**src/common/iopm_pkg.sv**
```systemverilog
// Constants for the per-pin function multiplexer: register map, field layout,
// per-pin function availability and buffer kinds.
// Assumes a 32-bit APB register bus and twelve managed port A pins.
package iopm_pkg;

    // =====================================================================
    // sizes
    localparam int IOPM_PINS = 12;
    localparam int IOPM_FUNCS = 16;
    localparam int IOPM_PF_W = 4;
    localparam int IOPM_IDX_W = 4;
    localparam logic [3:0] IOPM_IDX_NONE = 4'hF;

    // =====================================================================
    // register byte addresses, one per pin
    localparam logic [31:0] IOPM_PIN_ADDR [IOPM_PINS] = '{
        32'h4042_8000, 32'h4042_8004, 32'h4042_8010, 32'h4042_8014,
        32'h4042_8018, 32'h4042_801C, 32'h4042_8020, 32'h4042_8024,
        32'h4042_8030, 32'h4042_8034, 32'h4042_8038, 32'h4042_803C};

    // =====================================================================
    // field layout of a pin control register
    localparam int IOPM_PF_LSB = 0;
    localparam int IOPM_PF_MSB = 3;
    localparam int IOPM_PC_BIT = 7;
    localparam int IOPM_PD_BIT = 16;
    localparam int IOPM_PU_BIT = 17;
    localparam int IOPM_HYS_BIT = 25;
    localparam int IOPM_INV_BIT = 26;
    localparam int IOPM_WAKE_BIT = 27;
    localparam int IOPM_FWAKE_BIT = 28;
    localparam int IOPM_ANA_BIT = 29;
    localparam int IOPM_WKREQ_BIT = 30;
    localparam int IOPM_LVL_BIT = 31;

    localparam logic [31:0] IOPM_CFG_RST = 32'h0000_0000;
    localparam logic [31:0] IOPM_RD_NONE = 32'h0000_0000;
    localparam logic [3:0] IOPM_PF_NONE = 4'h0;
    localparam logic [3:0] IOPM_PF_GPIO = 4'h1;

    // writable bits: the base common to every buffer kind, then the per-kind additions
    localparam logic [31:0] IOPM_WM_BASE = 32'h3400_008F;
    localparam logic [31:0] IOPM_WM_PULLS = 32'h0003_0000;
    localparam logic [31:0] IOPM_WM_WAKE = 32'h0800_0000;
    localparam logic [31:0] IOPM_WM_HYS = 32'h0200_0000;
    localparam logic [31:0] IOPM_WM_PD = 32'h0001_0000;

    // =====================================================================
    // buffer kinds and per-pin tables
    typedef enum {
        IOPM_BUF_SDIO,
        IOPM_BUF_SDIO_WAKE,
        IOPM_BUF_OPEN_DRAIN_TOLERANT_BUFFER
    } iopm_buf_t;

    localparam iopm_buf_t IOPM_PIN_BUF [IOPM_PINS] = '{
        IOPM_BUF_OPEN_DRAIN_TOLERANT_BUFFER, IOPM_BUF_OPEN_DRAIN_TOLERANT_BUFFER, IOPM_BUF_SDIO, IOPM_BUF_SDIO,
        IOPM_BUF_SDIO, IOPM_BUF_SDIO, IOPM_BUF_SDIO, IOPM_BUF_SDIO,
        IOPM_BUF_SDIO, IOPM_BUF_SDIO, IOPM_BUF_SDIO_WAKE, IOPM_BUF_SDIO_WAKE};

    // bit n set: a peripheral is assigned to function code n on that pin
    localparam logic [15:0] IOPM_FUNC_MASK [IOPM_PINS] = '{
        16'h17FE, 16'h7EFE, 16'h1BFE, 16'h5FBE,
        16'h3FFE, 16'h1BFE, 16'h7FFE, 16'h7FFE,
        16'h7FFE, 16'h3FFE, 16'h7DFE, 16'h55FE};

    // settings that the buffer kind really has
    function automatic logic [31:0] iopm_wmask(input iopm_buf_t kind);
        logic [31:0] m;
        m = IOPM_WM_BASE;
        case (kind)
            IOPM_BUF_SDIO: m = m | IOPM_WM_PULLS;
            IOPM_BUF_SDIO_WAKE: m = m | IOPM_WM_PULLS | IOPM_WM_WAKE;
            default: m = m | IOPM_WM_HYS | IOPM_WM_PD | IOPM_WM_WAKE;
        endcase
        return m;
    endfunction

endpackage

```
**src/hw/iopm_mux.sv**
```systemverilog
// Pin function multiplexer top: twelve pin control registers on APB and one
// pin cell per pin between the peripherals and the pads.
// Assumes APB3 master on mclk_in; pad inputs synchronous to mclk_in.
`timescale 1ns/1ps
`default_nettype none
module iopm_mux (
    input wire logic mclk_in,
    input wire logic sys_rst_in,
    input wire logic psel_in,
    input wire logic penable_in,
    input wire logic pwrite_in,
    input wire logic [31:0] paddr_in,
    input wire logic [31:0] pwdata_in,
    output logic [31:0] prdata_out,
    output logic pready_out,
    output logic pslverr_out,
    input wire logic [191:0] periph_dout_in,
    input wire logic [191:0] periph_doe_in,
    output logic [191:0] periph_din_out,
    input wire logic [11:0] pad_in_in,
    output logic [11:0] pad_out_out,
    output logic [11:0] pad_oe_n_out,
    output logic [11:0] pad_pullup_out,
    output logic [11:0] pad_pulldown_out,
    output logic [11:0] pad_hyst_out,
    output logic [11:0] analog_sel_out,
    output logic deepest_sleep_state_wake_out,
    output logic lowpower_wake_out
);
    // =====================================================================
    // address decode
    function automatic logic [3:0] iopm_decode(input logic [31:0] addr);
        logic [3:0] idx;
        idx = iopm_pkg::IOPM_IDX_NONE;
        for (int k = 0; k < iopm_pkg::IOPM_PINS; k++) begin
            if (addr == iopm_pkg::IOPM_PIN_ADDR[k]) begin
                idx = 4'(k);
            end
        end
        return idx;
    endfunction

    wire [3:0] addr_idx = iopm_decode(paddr_in);
    wire addr_hit = (addr_idx != iopm_pkg::IOPM_IDX_NONE);
    wire access = psel_in & penable_in;
    wire fire = access & pready_out;
    wire wr_fire = fire & pwrite_in & addr_hit;
    wire next_pready = access & ~pready_out;
    wire rd_load = next_pready & ~pwrite_in;
    wire next_pslverr = next_pready & ~addr_hit;

    // =====================================================================
    // pin control registers and pin cells
    logic [31:0] cfg [iopm_pkg::IOPM_PINS];
    wire [31:0] rd_word [iopm_pkg::IOPM_PINS];
    wire [11:0] cell_shut;
    wire [11:0] cell_lp;

    genvar gi;
    generate
        for (gi = 0; gi < iopm_pkg::IOPM_PINS; gi++) begin : g_pin
            localparam logic [31:0] WMASK = iopm_pkg::iopm_wmask(iopm_pkg::IOPM_PIN_BUF[gi]);
            wire sel_wr = wr_fire && (addr_idx == 4'(gi));

            // only settings the buffer has can be stored
            always_ff @(posedge mclk_in) begin
                if (sys_rst_in) begin
                    cfg[gi] <= iopm_pkg::IOPM_CFG_RST;
                end else if (sel_wr) begin
                    cfg[gi] <= pwdata_in & WMASK;
                end
            end

            // live pad level and wake request read back beside the settings
            assign rd_word[gi] = cfg[gi]
                | ({31'h0000_0000, pad_in_in[gi]} << iopm_pkg::IOPM_LVL_BIT)
                | ({31'h0000_0000, cell_shut[gi] | cell_lp[gi]} << iopm_pkg::IOPM_WKREQ_BIT);

            iopm_pin_cell #(
                .FUNC_MASK(iopm_pkg::IOPM_FUNC_MASK[gi]),
                .BUF(iopm_pkg::IOPM_PIN_BUF[gi])
            ) u_cell (
                .mclk_in(mclk_in),
                .sys_rst_in(sys_rst_in),
                .cfg_in(cfg[gi]),
                .pad_in_in(pad_in_in[gi]),
                .dout_in(periph_dout_in[gi*16 +: 16]),
                .doe_in(periph_doe_in[gi*16 +: 16]),
                .din_out(periph_din_out[gi*16 +: 16]),
                .pad_out_out(pad_out_out[gi]),
                .pad_oe_n_out(pad_oe_n_out[gi]),
                .pullup_out(pad_pullup_out[gi]),
                .pulldown_out(pad_pulldown_out[gi]),
                .hyst_out(pad_hyst_out[gi]),
                .analog_out(analog_sel_out[gi]),
                .shut_wake_out(cell_shut[gi]),
                .lp_wake_out(cell_lp[gi])
            );

            // one connected function at most
            one_func_a: assert property (@(posedge mclk_in) disable iff (sys_rst_in)
                $onehot0(periph_din_out[gi*16 +: 16]))
                else $error("more than one function connected on a pin");
        end
    endgenerate

    wire [31:0] next_prdata = (rd_load && addr_hit) ? rd_word[addr_idx]
                                                    : iopm_pkg::IOPM_RD_NONE;
    wire next_shut = |cell_shut;
    wire next_lp = |cell_lp;

    // =====================================================================
    // bus answer and wake outputs
    always_ff @(posedge mclk_in) begin
        if (sys_rst_in) begin
            pready_out <= 1'b0;
            pslverr_out <= 1'b0;
            prdata_out <= iopm_pkg::IOPM_RD_NONE;
            deepest_sleep_state_wake_out <= 1'b0;
            lowpower_wake_out <= 1'b0;
        end else begin
            pready_out <= next_pready;
            pslverr_out <= next_pslverr;
            prdata_out <= next_prdata;
            deepest_sleep_state_wake_out <= next_shut;
            lowpower_wake_out <= next_lp;
        end
    end

    // =====================================================================
    // checks
    wire [3:0] pf0 = cfg[0][iopm_pkg::IOPM_PF_MSB:iopm_pkg::IOPM_PF_LSB];
    wire [3:0] pf3 = cfg[3][iopm_pkg::IOPM_PF_MSB:iopm_pkg::IOPM_PF_LSB];
    wire inv0 = cfg[0][iopm_pkg::IOPM_INV_BIT];
    wire inv3 = cfg[3][iopm_pkg::IOPM_INV_BIT];
    wire inv5 = cfg[5][iopm_pkg::IOPM_INV_BIT];

    ready_pulse_a: assert property (@(posedge mclk_in) disable iff (sys_rst_in)
        pready_out |=> !pready_out)
        else $error("pready held for more than one cycle");

    ready_time_a: assert property (@(posedge mclk_in) disable iff (sys_rst_in)
        (psel_in && !penable_in) ##1 (psel_in && penable_in) |=> pready_out)
        else $error("pready not one cycle into the access phase");

    cfg_write_a: assert property (@(posedge mclk_in) disable iff (sys_rst_in)
        (wr_fire && addr_idx == 4'h3) |=>
            pf3 == $past(pwdata_in[iopm_pkg::IOPM_PF_MSB:iopm_pkg::IOPM_PF_LSB]))
        else $error("function select not stored on write");

    analog_keep_a: assert property (@(posedge mclk_in) disable iff (sys_rst_in)
        analog_sel_out[3] == $past(cfg[3][iopm_pkg::IOPM_ANA_BIT]))
        else $error("analog enable not following its register bit");

    std_nowake_a: assert property (@(posedge mclk_in) disable iff (sys_rst_in)
        !cfg[2][iopm_pkg::IOPM_WAKE_BIT] && !pad_hyst_out[2] && !cell_shut[2])
        else $error("plain standard pin shows wake or hysteresis");

    od_nopull_a: assert property (@(posedge mclk_in) disable iff (sys_rst_in)
        pad_pullup_out[1:0] == 2'b00 && (pad_oe_n_out[0] || !pad_out_out[0]))
        else $error("open drain pin pulls up or drives high");

    shut_wake_a: assert property (@(posedge mclk_in) disable iff (sys_rst_in)
        (cfg[0][iopm_pkg::IOPM_WAKE_BIT] && (pad_in_in[0] ^ inv0)) |-> ##2 deepest_sleep_state_wake_out)
        else $error("deep sleep wake not raised two cycles after pin event");

    lp_wake_a: assert property (@(posedge mclk_in) disable iff (sys_rst_in)
        (cfg[5][iopm_pkg::IOPM_FWAKE_BIT] && (pad_in_in[5] ^ inv5)) |-> ##2 lowpower_wake_out)
        else $error("low power wake not raised two cycles after pin event");

    gpio_sel_a: assert property (@(posedge mclk_in) disable iff (sys_rst_in)
        (pf3 == iopm_pkg::IOPM_PF_GPIO && cfg[3][iopm_pkg::IOPM_PC_BIT]) |=>
            periph_din_out[3*16+1] == $past(pad_in_in[3] ^ inv3))
        else $error("port bit not connected on code one");

    unassigned_a: assert property (@(posedge mclk_in) disable iff (sys_rst_in)
        (!iopm_pkg::IOPM_FUNC_MASK[0][pf0]) |=>
            periph_din_out[15:0] == 16'h0000 && pad_oe_n_out[0])
        else $error("unassigned code left a function connected");

    err_unmapped_a: assert property (@(posedge mclk_in) disable iff (sys_rst_in)
        (access && !pready_out && !addr_hit) |=> pready_out && pslverr_out)
        else $error("unmapped access not answered with error");
endmodule
`default_nettype wire

```
**src/hw/iopm_pin_cell.sv**
```systemverilog
// One pin of the function multiplexer: selects one peripheral by code,
// conditions the pad input, drives the pad and raises wake requests.
// Assumes cfg_in comes already masked to the settings the buffer has.
`timescale 1ns/1ps
`default_nettype none
module iopm_pin_cell #(
    parameter logic [15:0] FUNC_MASK = 16'h0000,
    parameter iopm_pkg::iopm_buf_t BUF = iopm_pkg::IOPM_BUF_SDIO
) (
    input wire logic mclk_in,
    input wire logic sys_rst_in,
    input wire logic [31:0] cfg_in,
    input wire logic pad_in_in,
    input wire logic [15:0] dout_in,
    input wire logic [15:0] doe_in,
    output logic [15:0] din_out,
    output logic pad_out_out,
    output logic pad_oe_n_out,
    output logic pullup_out,
    output logic pulldown_out,
    output logic hyst_out,
    output logic analog_out,
    output logic shut_wake_out,
    output logic lp_wake_out
);
    // =====================================================================
    // field decode
    wire [3:0] pf = cfg_in[iopm_pkg::IOPM_PF_MSB:iopm_pkg::IOPM_PF_LSB];
    wire inv = cfg_in[iopm_pkg::IOPM_INV_BIT];
    wire pc = cfg_in[iopm_pkg::IOPM_PC_BIT];
    wire func_ok = FUNC_MASK[pf] && (pf != iopm_pkg::IOPM_PF_NONE);
    wire in_lvl = pad_in_in ^ inv;
    wire drv_val = dout_in[pf] ^ inv;
    wire drv_en = func_ok & doe_in[pf];
    wire [15:0] one_hot = 16'h0001 << pf;
    wire [15:0] next_din = (func_ok && pc) ? (one_hot & {16{in_lvl}}) : 16'h0000;
    wire next_out;
    wire next_oe_n;

    // =====================================================================
    // output stage per buffer kind
    generate
        if (BUF == iopm_pkg::IOPM_BUF_OPEN_DRAIN_TOLERANT_BUFFER) begin : g_od
            // open drain: only ever pulls low
            assign next_out = 1'b0;
            assign next_oe_n = ~(drv_en & ~drv_val);
        end else begin : g_pp
            assign next_out = drv_val & drv_en;
            assign next_oe_n = ~drv_en;
        end
    endgenerate

    // wake paths bypass the selector and coexist with it
    wire next_shut = cfg_in[iopm_pkg::IOPM_WAKE_BIT] & in_lvl;
    wire next_lp = cfg_in[iopm_pkg::IOPM_FWAKE_BIT] & in_lvl;

    // =====================================================================
    // registered outputs
    always_ff @(posedge mclk_in) begin
        if (sys_rst_in) begin
            din_out <= 16'h0000;
            pad_out_out <= 1'b0;
            pad_oe_n_out <= 1'b1;
            pullup_out <= 1'b0;
            pulldown_out <= 1'b0;
            hyst_out <= 1'b0;
            analog_out <= 1'b0;
            shut_wake_out <= 1'b0;
            lp_wake_out <= 1'b0;
        end else begin
            din_out <= next_din;
            pad_out_out <= next_out;
            pad_oe_n_out <= next_oe_n;
            pullup_out <= cfg_in[iopm_pkg::IOPM_PU_BIT];
            pulldown_out <= cfg_in[iopm_pkg::IOPM_PD_BIT];
            hyst_out <= cfg_in[iopm_pkg::IOPM_HYS_BIT];
            analog_out <= cfg_in[iopm_pkg::IOPM_ANA_BIT];
            shut_wake_out <= next_shut;
            lp_wake_out <= next_lp;
        end
    end
endmodule
`default_nettype wire

```
**config.mk**
```make
export PLATFORM = sky130hd
export DESIGN_NAME = iopm_mux
export DESIGN_NICKNAME = d
export VERILOG_FILES = /design/src/common/iopm_pkg.sv /design/src/hw/iopm_mux.sv /design/src/hw/iopm_pin_cell.sv
export SDC_FILE = /design/constraint.sdc
export NUM_CORES = 1
export LEC_CHECK = 0
export BUFFER_PORTS_ARGS = -buffer_cell sky130_fd_sc_hd__buf_2
export CELL_PAD_IN_SITES_DETAIL_PLACEMENT = 1
export CELL_PAD_IN_SITES_GLOBAL_PLACEMENT = 2
export CORE_AREA = 10 10 292 294
export DETAILED_ROUTE_END_ITERATION = 16
export DIE_AREA = 0 0 302 304
export PLACE_DENSITY_LB_ADDON = 0.1
export SETUP_SLACK_MARGIN = 0.3
export SKIP_CTS_REPAIR_TIMING = 1
export SYNTH_ARGS = -nofsm -noshare
export SYNTH_HDL_FRONTEND = slang
export SYNTH_HIERARCHICAL = 1
export SYNTH_SLANG_ARGS = --single-unit
```
**constraint.sdc**
```tcl
create_clock -name mclk_in -period 3 [get_ports mclk_in]
set_input_delay 0.45 -clock mclk_in [delete_from_list [all_inputs] [get_ports mclk_in]]
set_output_delay 0.45 -clock mclk_in [all_outputs]
set_load 0.05 [all_outputs]
```
==> out/metrics.csv, run 1 <==
stage,metric,value,unit
timing,maxSlewViolCount,0,
timing,hold_viol_final,0,
worst_setup_path,start_kind,input port,
grt,grt_max_degree,35,
routing,ant_nets,0,
finish,final_area,0.0257,mm^2
worst_setup_path,worstSetupPathType,input port to flop,
yosys,synth_area,0.0189,mm^2
routing,top_layer,met5,
yosys,synth_flop_cell,dfxtp_1,
grt,grt_overflow,0,
routing,avgViaCountPerCell,4.46,
finish,drive_gt1_share,39.9,%
floorplan,start_util,23.7,%
worst_setup_path,cp_max_fo,12,
power_and_ir_drop,leakage,11.3,nW
timing,max_freq,428,MHz
run_status,outcome,completed,
clocking,cts.sinks,428,
timing,fin_tns_setup,0,ns
run,drv_cap,0,
floorplan,row_count,104,
grt,grt_usage,17.7,%
finish,final_cell_mix,"701 x buf_2, 304 x dfxtp_1, 152 x and2_1, 146 x nor2_1, 124 x edfxtp_1",
yosys,ys_seq_area_share,52.0,%
floorplan,die_h,304,um
worst_setup_path,crit_chain,buf_2 > nor4_2 > nand3_1 > buf_4 > nor3_4 > buf_12 > nand3_1 > o21ai_1 > buf_4,
yosys,yosys.area.top_type,dfxtp_1,
yosys,synth_top_family_by_area,simple AND/OR/NAND/NOR gates,
yosys,synthMuxAreaShare,15.0,%
place,routabilityCongestion,0.821,
worst_setup_path,critPathCaptureType,flop,
finish,utilization,32.2,%
routing,drt-initial-drc-count,657,
finish,ff_latch_area,0.00981,mm^2
place,dp_slack,0.0597,ns
yosys,ys_types,88,
finish,multi_input_area,0.00852,mm^2
yosys,yosysWarnings,6,
yosys,synth_top_area_share,32.3,%
floorplan,die_w,302,um
routing,wl_met3,6680,um
timing,fin_crit_sh,77.8,%
routing,wl_met1,33300,um
timing,tightest_slew,0.810,ns
power_and_ir_drop,peakVddDrop,0.000387,V
worst_setup_path,worstPathArrival,2.63,ns
routing,route.met2.wl,42200,um
power_and_ir_drop,fin_total_pwr,14.4,mW
yosys,yosys.area_share.simple,21.9,%
timing,rsz0062_at_grt,no,
yosys,async_flop_share,0,%
clocking,insertion_delay,0.61,ns
grt,grt_pass1_wl,121000,um
floorplan,core_area,0.0796,mm^2
worst_hold_path,holdCritPathClass,input port to flop,
clocking,cts_buffers,52,
finish,fill_cells,9080,
worst_setup_path,cp_slowest_cell,nor4_2,
routing,detail_route.first_pass.iterations,5,
worst_setup_path,max_stage_delay,0.31,ns
finish,finalNonFillerCells,3534,
clocking,cts_tree,built,
finish,syn_to_final_growth,36.2,%
routing,wl_per_cell,23.9,um
timing,finalSetupViolations,0,
grt,grt_pass1_vias,17344,
routing,vias,15751,
routing,drc_errors,0,
floorplan,io_pins,765,
timing,hold_ws,0.150,ns
timing,layout_min_cycle_time,2.34,ns
place,hpwl,67200,um
routing,routed_wirelength,84400,um
place,place.detailed.instances,3429,
clocking,cts.clk_slew.worst_paths,0.06,ns
yosys,synth_xor_area_share,0.976,%
place,placed_area,0.0239,mm^2
yosys,synth_compound_area_share,5.45,%
power_and_ir_drop,powerDensity,561,mW/mm^2
yosys,ys_top_cells_by_area,"dfxtp_1 32%, edfxtp_1 20%, mux4_1 5.3%, and2_1 5.0%, mux2i_1 4.7%",
finish,final_common_cell,buf_2,
timing,fin_worst_skew,0.0257,ns
clocking,cts_buffer_depth,3,
timing,fin_ws,0.665,ns
yosys,synth-edff-count,124,
yosys,syn_avg_cell_area,11.6,um^2
yosys,netlist_instances,1630,
grt,antenna_found_initial,13,
clocking,root_buffer,clkbuf_16,
yosys,yosys.area_share.adder,0.0531,%
clocking,h-tree-depth,2,
worst_setup_path,cp.required,3.30,ns
floorplan,fp.dieArea,0.0918,mm^2
place,portBuffers,702,
timing,relSlewSlack,46.0,%
finish,nets,2888,
yosys,synth_seq_cells,428,
[cell usage after synthesis (all sizes together) (22+ instances only)]
cell type,n
and2,152
nand3,24
nand4,28
edfxtp,124
nand2,103
nor2,147
clkbuf,49
mux2i,89
nand2b,25
buf,66
a211oi,24
and3,24
dfxtp,304
o21ai,22
nor2b,62
mux4,67
nor3,60
mux2,26
[kinds of logic (layout without fill, tap and decap cells)]
group / Yosys count / in the layout
compound gates: 136 / 136
xor+xnor: 21 / 21
mux: 182 / 182
fa+ha+maj: 1 / 1
buf+inv: 132 / 899
flops: 428 / 428
other cells: 13 / 90
simple gates: 717 / 717
[power breakdown]
group | total [mW] | switching [mW] | internal, mW | leakage, nW
sequential | 6.34 | 0.202 | 6.14 | 3.70
combinational | 1.69 | 1.04 | 0.653 | 6.71
clock | 6.37 | 2.58 | 3.79 | 0.859
[metal layers]
layer | vias to the layer above | global-route usage [%]
met2 | 503 | 31.2
met3 | 110 | 5.83
met1 | 7740 | 20.0
met5 | - | 0
met4 | 6 | 4.80
li1 | 7392 | -
[critical path: cells and delay by family]
kind                   cells  cell delay [ns]
AND/OR/NAND/NOR            4             1.11
buffers and inverters      4             0.74
AO/OA/AOI/OAI              1             0.31
[cell type report]
cell class | count | share of cell area, %
Sequential cell | 428 | 38.2
Multi-Input combinational cell | 1139 | 33.2
Timing Repair Buffer | 785 | 16.4
Clock buffer | 81 | 6.17
Tap cell | 1060 | 5.17
Clock inverter | 16 | 0.541
Inverter | 17 | 0.249
Antenna cell | 8 | 0.0780
[sequential cells by signal (all words and copies together) (netlist names)]
register                      cells
g_pin.u_cell/din_out            192
cfg                             124
prdata_out                       14
g_pin.u_cell/analog_out          12
g_pin.u_cell/hyst_out            12
g_pin.u_cell/lp_wake_out         12
g_pin.u_cell/pad_oe_n_out        12
g_pin.u_cell/pulldown_out        12
g_pin.u_cell/pullup_out          12
g_pin.u_cell/shut_wake_out       12
g_pin.u_cell/pad_out_out         10
deepest_sleep_state_wake_out      1
lowpower_wake_out                 1
pready_out                        1
pslverr_out                       1
[path summary, 6_finish.rpt]
check | startpoint | endpoint | slack [ns] | cells after the start
worst max-delay path | paddr_in[28] | cfg[1][3] | 0.66 | 9
worst min-delay path | pwdata_in[25] | cfg[0][19] | 0.15 | 2
worst max register to register | cfg[0][12] | g_pin[1].u_cell/din_out[6] | 0.68 | 5
worst min register to register | cfg[0][10] | g_pin[0].u_cell/lp_wake_out | 0.48 | 1
(Power assumes the default switching activity.)
==> run 2: changes to the inputs <==
- clock period: 3 -> 2.1 ns (I/O delays scaled with it)
==> run 2 against run 1 <==
The flow now finishes with violations (negative setup slack). Via count is 4.5% higher. Highest routed layer unchanged. Design area is 11% higher. Combinational power is 69% higher. Flip-flop and latch count stayed put. Clock power is 49% higher. Critical path type is now flop to flop. Non-clock buffer count is 156 higher. First-iteration DRC count is 20% higher. Critical endpoint is now g_pin[1].u_cell/pad_oe_n_out. Count of clock-buffer cells in the layout is 3 lower. Sequential power is 42% higher.
==> out/metrics.csv, run 2 (synthesis gave the netlist of run 1 again) <==
stage,metric,value,unit,change
power_and_ir_drop,pwr-share-comb,13.4,%,+1.7 points
power_and_ir_drop,pwr-share-seq,42.1,%,-1.9 points
worst_setup_path,crit_buf_inv,1,,-3
worst_setup_path,crit_cells,5,,-4
routing,drt-initial-drc-count,789,,+20%
power_and_ir_drop,peakVddDrop,0.000548,V,+42%
grt,grt_usage,17.7,%,about the same
grt,grt_overflow,0,,unchanged
worst_setup_path,worstSetupPathType,flop to flop,,
clocking,insertion_delay,0.61,ns,about the same
timing,tightest_slew,0.583,ns,-0.227 ns
place,routabilityCongestion,0.821,,about the same
timing,maxSlewViolCount,0,,unchanged
floorplan,row_count,104,,unchanged
floorplan,die_h,304,um,unchanged
timing,hold_viol_final,0,,unchanged
worst_setup_path,r2r_setup_slack,-0.03,ns,-0.71 ns
routing,routed_wirelength,87200,um,+3.4%
floorplan,io_pins,765,,unchanged
worst_setup_path,cp.required,2.58,ns,-0.72 ns
finish,finalNonFillerCells,3692,,+4.5%
routing,ant_nets,0,,unchanged
run,drv_cap,0,,unchanged
worst_setup_path,cp_max_fo,9,,-3
worst_setup_path,reg2reg_depth,5,,unchanged
floorplan,fp.dieArea,0.0918,mm^2,unchanged
timing,finalSetupViolations,1,,+1
grt,grt_pass1_wl,121000,um,+0.58%
timing,fin_worst_skew,0.0175,ns,-0.00812 ns
timing,max_freq,469,MHz,
worst_setup_path,crit_chain,buf_12 > mux4_1 > a22oi_2 > a31oi_1 > or4b_1,,
timing,layout_min_cycle_time,2.13,ns,
power_and_ir_drop,powerDensity,747,mW/mm^2,+33%
worst_setup_path,cp_slowest_cell,mux4_1,,
floorplan,start_util,23.7,%,unchanged
finish,final_cell_mix,"695 x buf_2, 303 x dfxtp_1, 146 x buf_4, 142 x nor2_1, 124 x edfxtp_1",,
floorplan,core_area,0.0796,mm^2,unchanged
power_and_ir_drop,switching_share,26.8,%,+0.25 points
routing,detail_route.first_pass.iterations,5,,unchanged
worst_setup_path,max_stage_delay,0.60,ns,+0.29 ns
routing,wl_per_cell,23.6,um,-1.0%
clocking,root_buffer,clkbuf_16,,
finish,final_common_cell,buf_2,,
clocking,cts_tree,built,,
worst_setup_path,worstReg2RegEnd,g_pin[1].u_cell/pad_oe_n_out,,
floorplan,die_w,302,um,unchanged
worst_setup_path,critPathCaptureType,flop,,
clocking,h-tree-depth,2,,unchanged
clocking,cts_buffers,54,,+3.8%
clocking,cts_buffer_depth,3,,unchanged
clocking,cts.sinks,428,,unchanged
grt,antenna_found_initial,16,,+3
finish,largest_reg_flops,192,,unchanged
worst_setup_path,crit_path_end,g_pin[1].u_cell/pad_oe_n_out,,
routing,avgViaCountPerCell,4.46,,about the same
power_and_ir_drop,leakage,12.6,nW,+12%
power_and_ir_drop,p_int,15.6,mW,+48%
worst_setup_path,start_kind,flop,,
worst_setup_path,r2r-start,cfg[0][12],,
place,place.detailed.instances,3498,,+2.0%
grt,grt_pass1_vias,17697,,+2.0%
finish,reg_top3,"g_pin.u_cell/din_out (192), cfg (124), prdata_out (14)",,
finish,fill_cells,9003,,-0.85%
finish,syn_to_final_growth,51.7,%,
routing,drc_errors,0,,unchanged
power_and_ir_drop,power_switching,5.72,mW,+50%
power_and_ir_drop,power.clock.fraction,44.6,%,+0.4 points
finish,utilization,35.9,%,+3.7 points
timing,rsz0062_at_grt,yes,,
routing,vias,16461,,+4.5%
worst_setup_path,crit_family,multiplexers,,
worst_setup_path,cp-startpoint,cfg[0][12],,
finish,nets,3047,,+5.5%
finish,drive_gt1_share,50.1,%,+10 points
worst_setup_path,worstPathArrival,2.61,ns,-0.02 ns
place,hpwl,68300,um,+1.6%
worst_hold_path,holdCritPathClass,input port to flop,,
run_status,outcome,"complete, but fails checks",,
timing,fin_ws,-0.0330,ns,-0.698 ns
place,dp_slack,-0.802,ns,-0.862 ns
place,portBuffers,702,,unchanged
finish,top_register,g_pin.u_cell/din_out,,
clocking,cts.clk_slew.worst_paths,0.06,ns,about the same
grt,grt_max_degree,28,,-20%
timing,relSlewSlack,60.9,%,+15 points
run_status,failed_checks,negative setup slack,,
timing,fin_crit_sh,102,%,
[run 2: changes by cell type in the layout (fill, tap and decap cells not counted), moves of 9 or more]
cell / before / now
buf_4: 78 / 146
and2_1: 152 / 96
mux2i_4: 0 / 13
and2_4: 0 / 56
mux4_1: 38 / 22
buf_12: 6 / 36
clkbuf_16: 55 / 71
mux4_2: 29 / 45
mux2i_1: 89 / 64
mux2i_2: 0 / 12
o21ai_4: 0 / 11
nor3_4: 3 / 12
a211oi_1: 24 / 14
buf_6: 0 / 53
[run 2: how the worst min path moves through the flow]
stage	depth (start not counted)	start	slack, ns	end
final	2	pwdata_in[25]	0.03	cfg[0][7]
after floorplan	1	sys_rst_in	0.39	g_pin[0].u_cell/analog_out
after global routing	2	pwdata_in[25]	0.01	cfg[0][7]
after detailed placement	1	pready_out	0.45	pready_out
after global placement	1	pready_out	0.44	pready_out
after CTS	3	penable_in	-0.05	pready_out
[run 2: power groups by stage]
stage	Clock (mW)	Combinational, mW	Sequential [mW]
global placement	0	2.66	9.18
floorplan	0	1.10	9.56
detailed placement	0	2.68	9.18
finish	9.52	2.86	8.99
global route	10.2	3.06	9.02
CTS	9.84	2.69	9.00
[run 2: final cells by class]
cell class | instances | area, um^2 | area share (%)
inverter | 17 | 63.8 | 0.223
sequential | 428 | 9810 | 34.3
timing repair buffer | 941 | 6140 | 21.5
antenna | 6 | 15.0 | 0.0525
clock buffer | 78 | 1680 | 5.87
multi-input combinational | 1140 | 9410 | 32.9
clock inverter | 22 | 163 | 0.569
tap | 1060 | 1330 | 4.64
[run 2: worst reg2reg max path: stages (launching register included)]
cell      delay [ns]
edfxtp_1        0.46
buf_12          0.17
mux4_1          0.61
a22oi_2         0.17
a31oi_1         0.11
or4b_1          0.49
[run 2: layer usage]
| metal | global-route usage [%] | up-vias | share of wire [%] |
|---|---|---|---|
| li1 | - | 7690 | - |
| met1 | 20.9 | 8149 | 41 |
| met2 | 30.6 | 504 | 50 |
| met3 | 5.14 | 104 | 7.2 |
| met4 | 5.06 | 14 | 2.3 |
| met5 | 0 | - | 0.096 |
[run 2: per-stage QoR]
stage	hold WS, ns	TNS [ns]	area [um^2]	power [mW]
floorplan	0.387	-22.19	19300	10.7
global placement	0.435	-95.02	24900	11.8
detailed placement	0.452	-108.23	24900	11.9
CTS	-0.0485	-0.899	26700	21.5
global route	0.0136	-0.746	28600	22.3
finish	0.0266	-0.0330	28600	21.4
==> run 3: changes to the inputs <==
- CTS_BUF_LIST: not set -> sky130_fd_sc_hd__clkbuf_16
==> run 3 against run 2 <==
The flow still finishes with violations (negative setup slack). Clock power decreased by 3.2%. Critical path depth unchanged. Via count increased by 0.10%. Sequential share of layout area decreased by 0.079 points. Design area increased by 0.23%. Flip-flop and latch count unchanged. Worst hold slack about the same. Clock skew increased by 0.0012 ns. Combinational power about the same. Setup slack improved by 0.00094 ns. Cell count increased by 0.24%. Maximum frequency about the same. Critical path type unchanged.
==> out/metrics.csv, run 3 (synthesis gave the netlist of run 1 again) <==
stage,metric,value,unit,change
timing,maxSlewViolCount,0,,unchanged
grt,met2_usage,30.6,%,unchanged
timing,rsz0062_at_grt,yes,,
timing,relSlewSlack,61.1,%,+0.26 points
finish,drive_gt1_share,50.6,%,+0.45 points
run,drv_cap,0,,unchanged
place,place.detailed.instances,3498,,unchanged
floorplan,row_count,104,,unchanged
routing,wl_per_cell,23.7,um,+0.27%
timing,fin_worst_skew,0.0188,ns,+0.00121 ns
timing,hold_viol_final,0,,unchanged
routing,avgViaCountPerCell,4.45,,-0.14%
worst_setup_path,worstPathArrival,2.61,ns,about the same
worst_setup_path,r2r_setup_slack,-0.03,ns,about the same
worst_setup_path,r2r-start,cfg[0][12],,
power_and_ir_drop,leakage,12.7,nW,+0.60%
clocking,insertion_delay,0.61,ns,about the same
grt,grt_usage,17.7,%,unchanged
clocking,cts_buffer_depth,3,,unchanged
floorplan,core_area,0.0796,mm^2,unchanged
routing,drt-initial-drc-count,743,,-5.8%
grt,grt_overflow,0,,unchanged
grt,grt_max_degree,28,,unchanged
run_status,outcome,"complete, but fails checks",,
floorplan,io_pins,765,,unchanged
power_and_ir_drop,powerDensity,735,mW/mm^2,-1.6%
place,hpwl,68300,um,unchanged
timing,fin_crit_sh,102,%,about the same
place,portBuffers,702,,unchanged
worst_hold_path,hold_depth,2,,unchanged
finish,nets,3057,,+0.33%
grt,busiest_layer,met2,,
clocking,cts.clk_slew.worst_paths,0.06,ns,about the same
worst_setup_path,worstSetupPathType,flop to flop,,
routing,ant_nets,0,,unchanged
grt,grt_pass1_wl,121000,um,about the same
worst_hold_path,hold_end,cfg[0][7],,
timing,fin_tns_setup,-0.0388,ns,-0.00575 ns
clocking,cts_buffers,54,,unchanged
power_and_ir_drop,peakVddDrop,0.000550,V,+0.27%
finish,final_common_cell,buf_2,,
place,placed_area,0.0249,mm^2,unchanged
finish,top_register,g_pin.u_cell/din_out,,
worst_setup_path,start_kind,flop,,
worst_setup_path,cp.required,2.58,ns,about the same
grt,grtUsageMet3,5.14,%,unchanged
power_and_ir_drop,fin_total_pwr,21.1,mW,-1.3%
worst_setup_path,critPathCaptureType,flop,,
routing,detail_route.first_pass.iterations,5,,unchanged
timing,fin_ws,-0.0321,ns,+0.000941 ns
routing,routed_wirelength,87700,um,+0.52%
worst_setup_path,worstReg2RegEnd,g_pin[1].u_cell/pad_oe_n_out,,
floorplan,die_h,304,um,unchanged
timing,finalSetupViolations,2,,+1
worst_hold_path,hold_start,pwdata_in[25],,
grt,antenna_found_initial,17,,+1
place,dp_slack,-0.802,ns,unchanged
routing,vias,16478,,+0.10%
clocking,root_buffer,clkbuf_16,,
floorplan,die_w,302,um,unchanged
clocking,cts_tree,built,,
worst_hold_path,holdCritPathClass,input port to flop,,
finish,syn_to_final_growth,52.1,%,
timing,tightest_slew,0.579,ns,-0.00383 ns
timing,max_freq,469,MHz,about the same
finish,finalNonFillerCells,3701,,+0.24%
clocking,cts.sinks,428,,unchanged
run_status,failed_checks,negative setup slack,,
floorplan,fp.dieArea,0.0918,mm^2,unchanged
grt,grt_pass1_vias,17698,,+0.0057%
worst_setup_path,reg2reg_depth,5,,unchanged
finish,final_cell_mix,"695 x buf_2, 303 x dfxtp_1, 153 x buf_4, 142 x nor2_1, 124 x edfxtp_1",,
place,routabilityCongestion,0.821,,unchanged
floorplan,start_util,23.7,%,unchanged
finish,largest_reg_flops,192,,unchanged
timing,layout_min_cycle_time,2.13,ns,-0.000941 ns
clocking,h-tree-depth,2,,unchanged
routing,drc_errors,0,,unchanged
grt,use_met1,20.9,%,unchanged
finish,reg_top3,"g_pin.u_cell/din_out (192), cfg (124), prdata_out (14)",,
worst_setup_path,cp_max_fo,9,,unchanged
finish,fill_cells,9017,,+0.16%
finish,final_area,0.0287,mm^2,+0.23%
## run 3: cell count changes in the layout (fill, tap and decap cells not counted), sizes merged
cell    previous run  this run
inv               23        35
clkbuf            87        71
buf              931       941
diode              6         5
clkinv            11        15
## run 3: worst max-delay path, stage by stage, from the launching register on
cell,delay [ns]
edfxtp_1,0.45
buf_12,0.17
mux4_1,0.60
a22oi_2,0.17
a31oi_1,0.11
or4b_1,0.49
## run 3: worst max path at each step
stage	depth (start not counted)	end	slack, ns	startpoint
2_1_floorplan	6	cfg[0][12]	-0.26	paddr_in[20]
3_3_place_gp	9	prdata_out[1]	-0.80	paddr_in[20]
3_5_place_dp	9	prdata_out[16]	-0.80	paddr_in[19]
4_1_cts	9	prdata_out[3]	-0.17	paddr_in[19]
5_1_grt	12	prdata_out[1]	-0.09	paddr_in[8]
6_report	5	g_pin[1].u_cell/pad_oe_n_out	-0.03	cfg[0][12]
## run 3: cell type report
class | count | area, um^2 | share of cell area [%]
diodes | 5 | 12.5 | 0.0436
multi-input cells | 1140 | 9450 | 33.0
inverters | 17 | 63.8 | 0.223
repair buffers | 951 | 6230 | 21.7
well taps | 1060 | 1330 | 4.63
clock buffers | 62 | 1550 | 5.41
flip-flops and latches | 428 | 9810 | 34.2
clock inverters | 38 | 223 | 0.777
## run 3: metal layers
layer | vias to the layer above | routed length [um]
met2 | 496 | 43700
li1 | 7703 | -
met4 | 14 | 1970
met3 | 100 | 6050
met5 | - | 97
met1 | 8165 | 35900
## run 3: metrics by stage
step / util, % / hold slack (ns)
2_1_floorplan: - / 0.387
3_3_place_gp: 31.2 / 0.435
3_5_place_dp: 31.2 / 0.452
4_1_cts: 33.4 / -0.0485
5_1_grt: 36.0 / 0.0134
6_report: 36.0 / 0.0261
## run 3: report_power, final
group / internal, mW / switching [mW]
Sequential: 8.77 / 0.219
Clock: 5.39 / 3.82
Combinational: 1.20 / 1.68
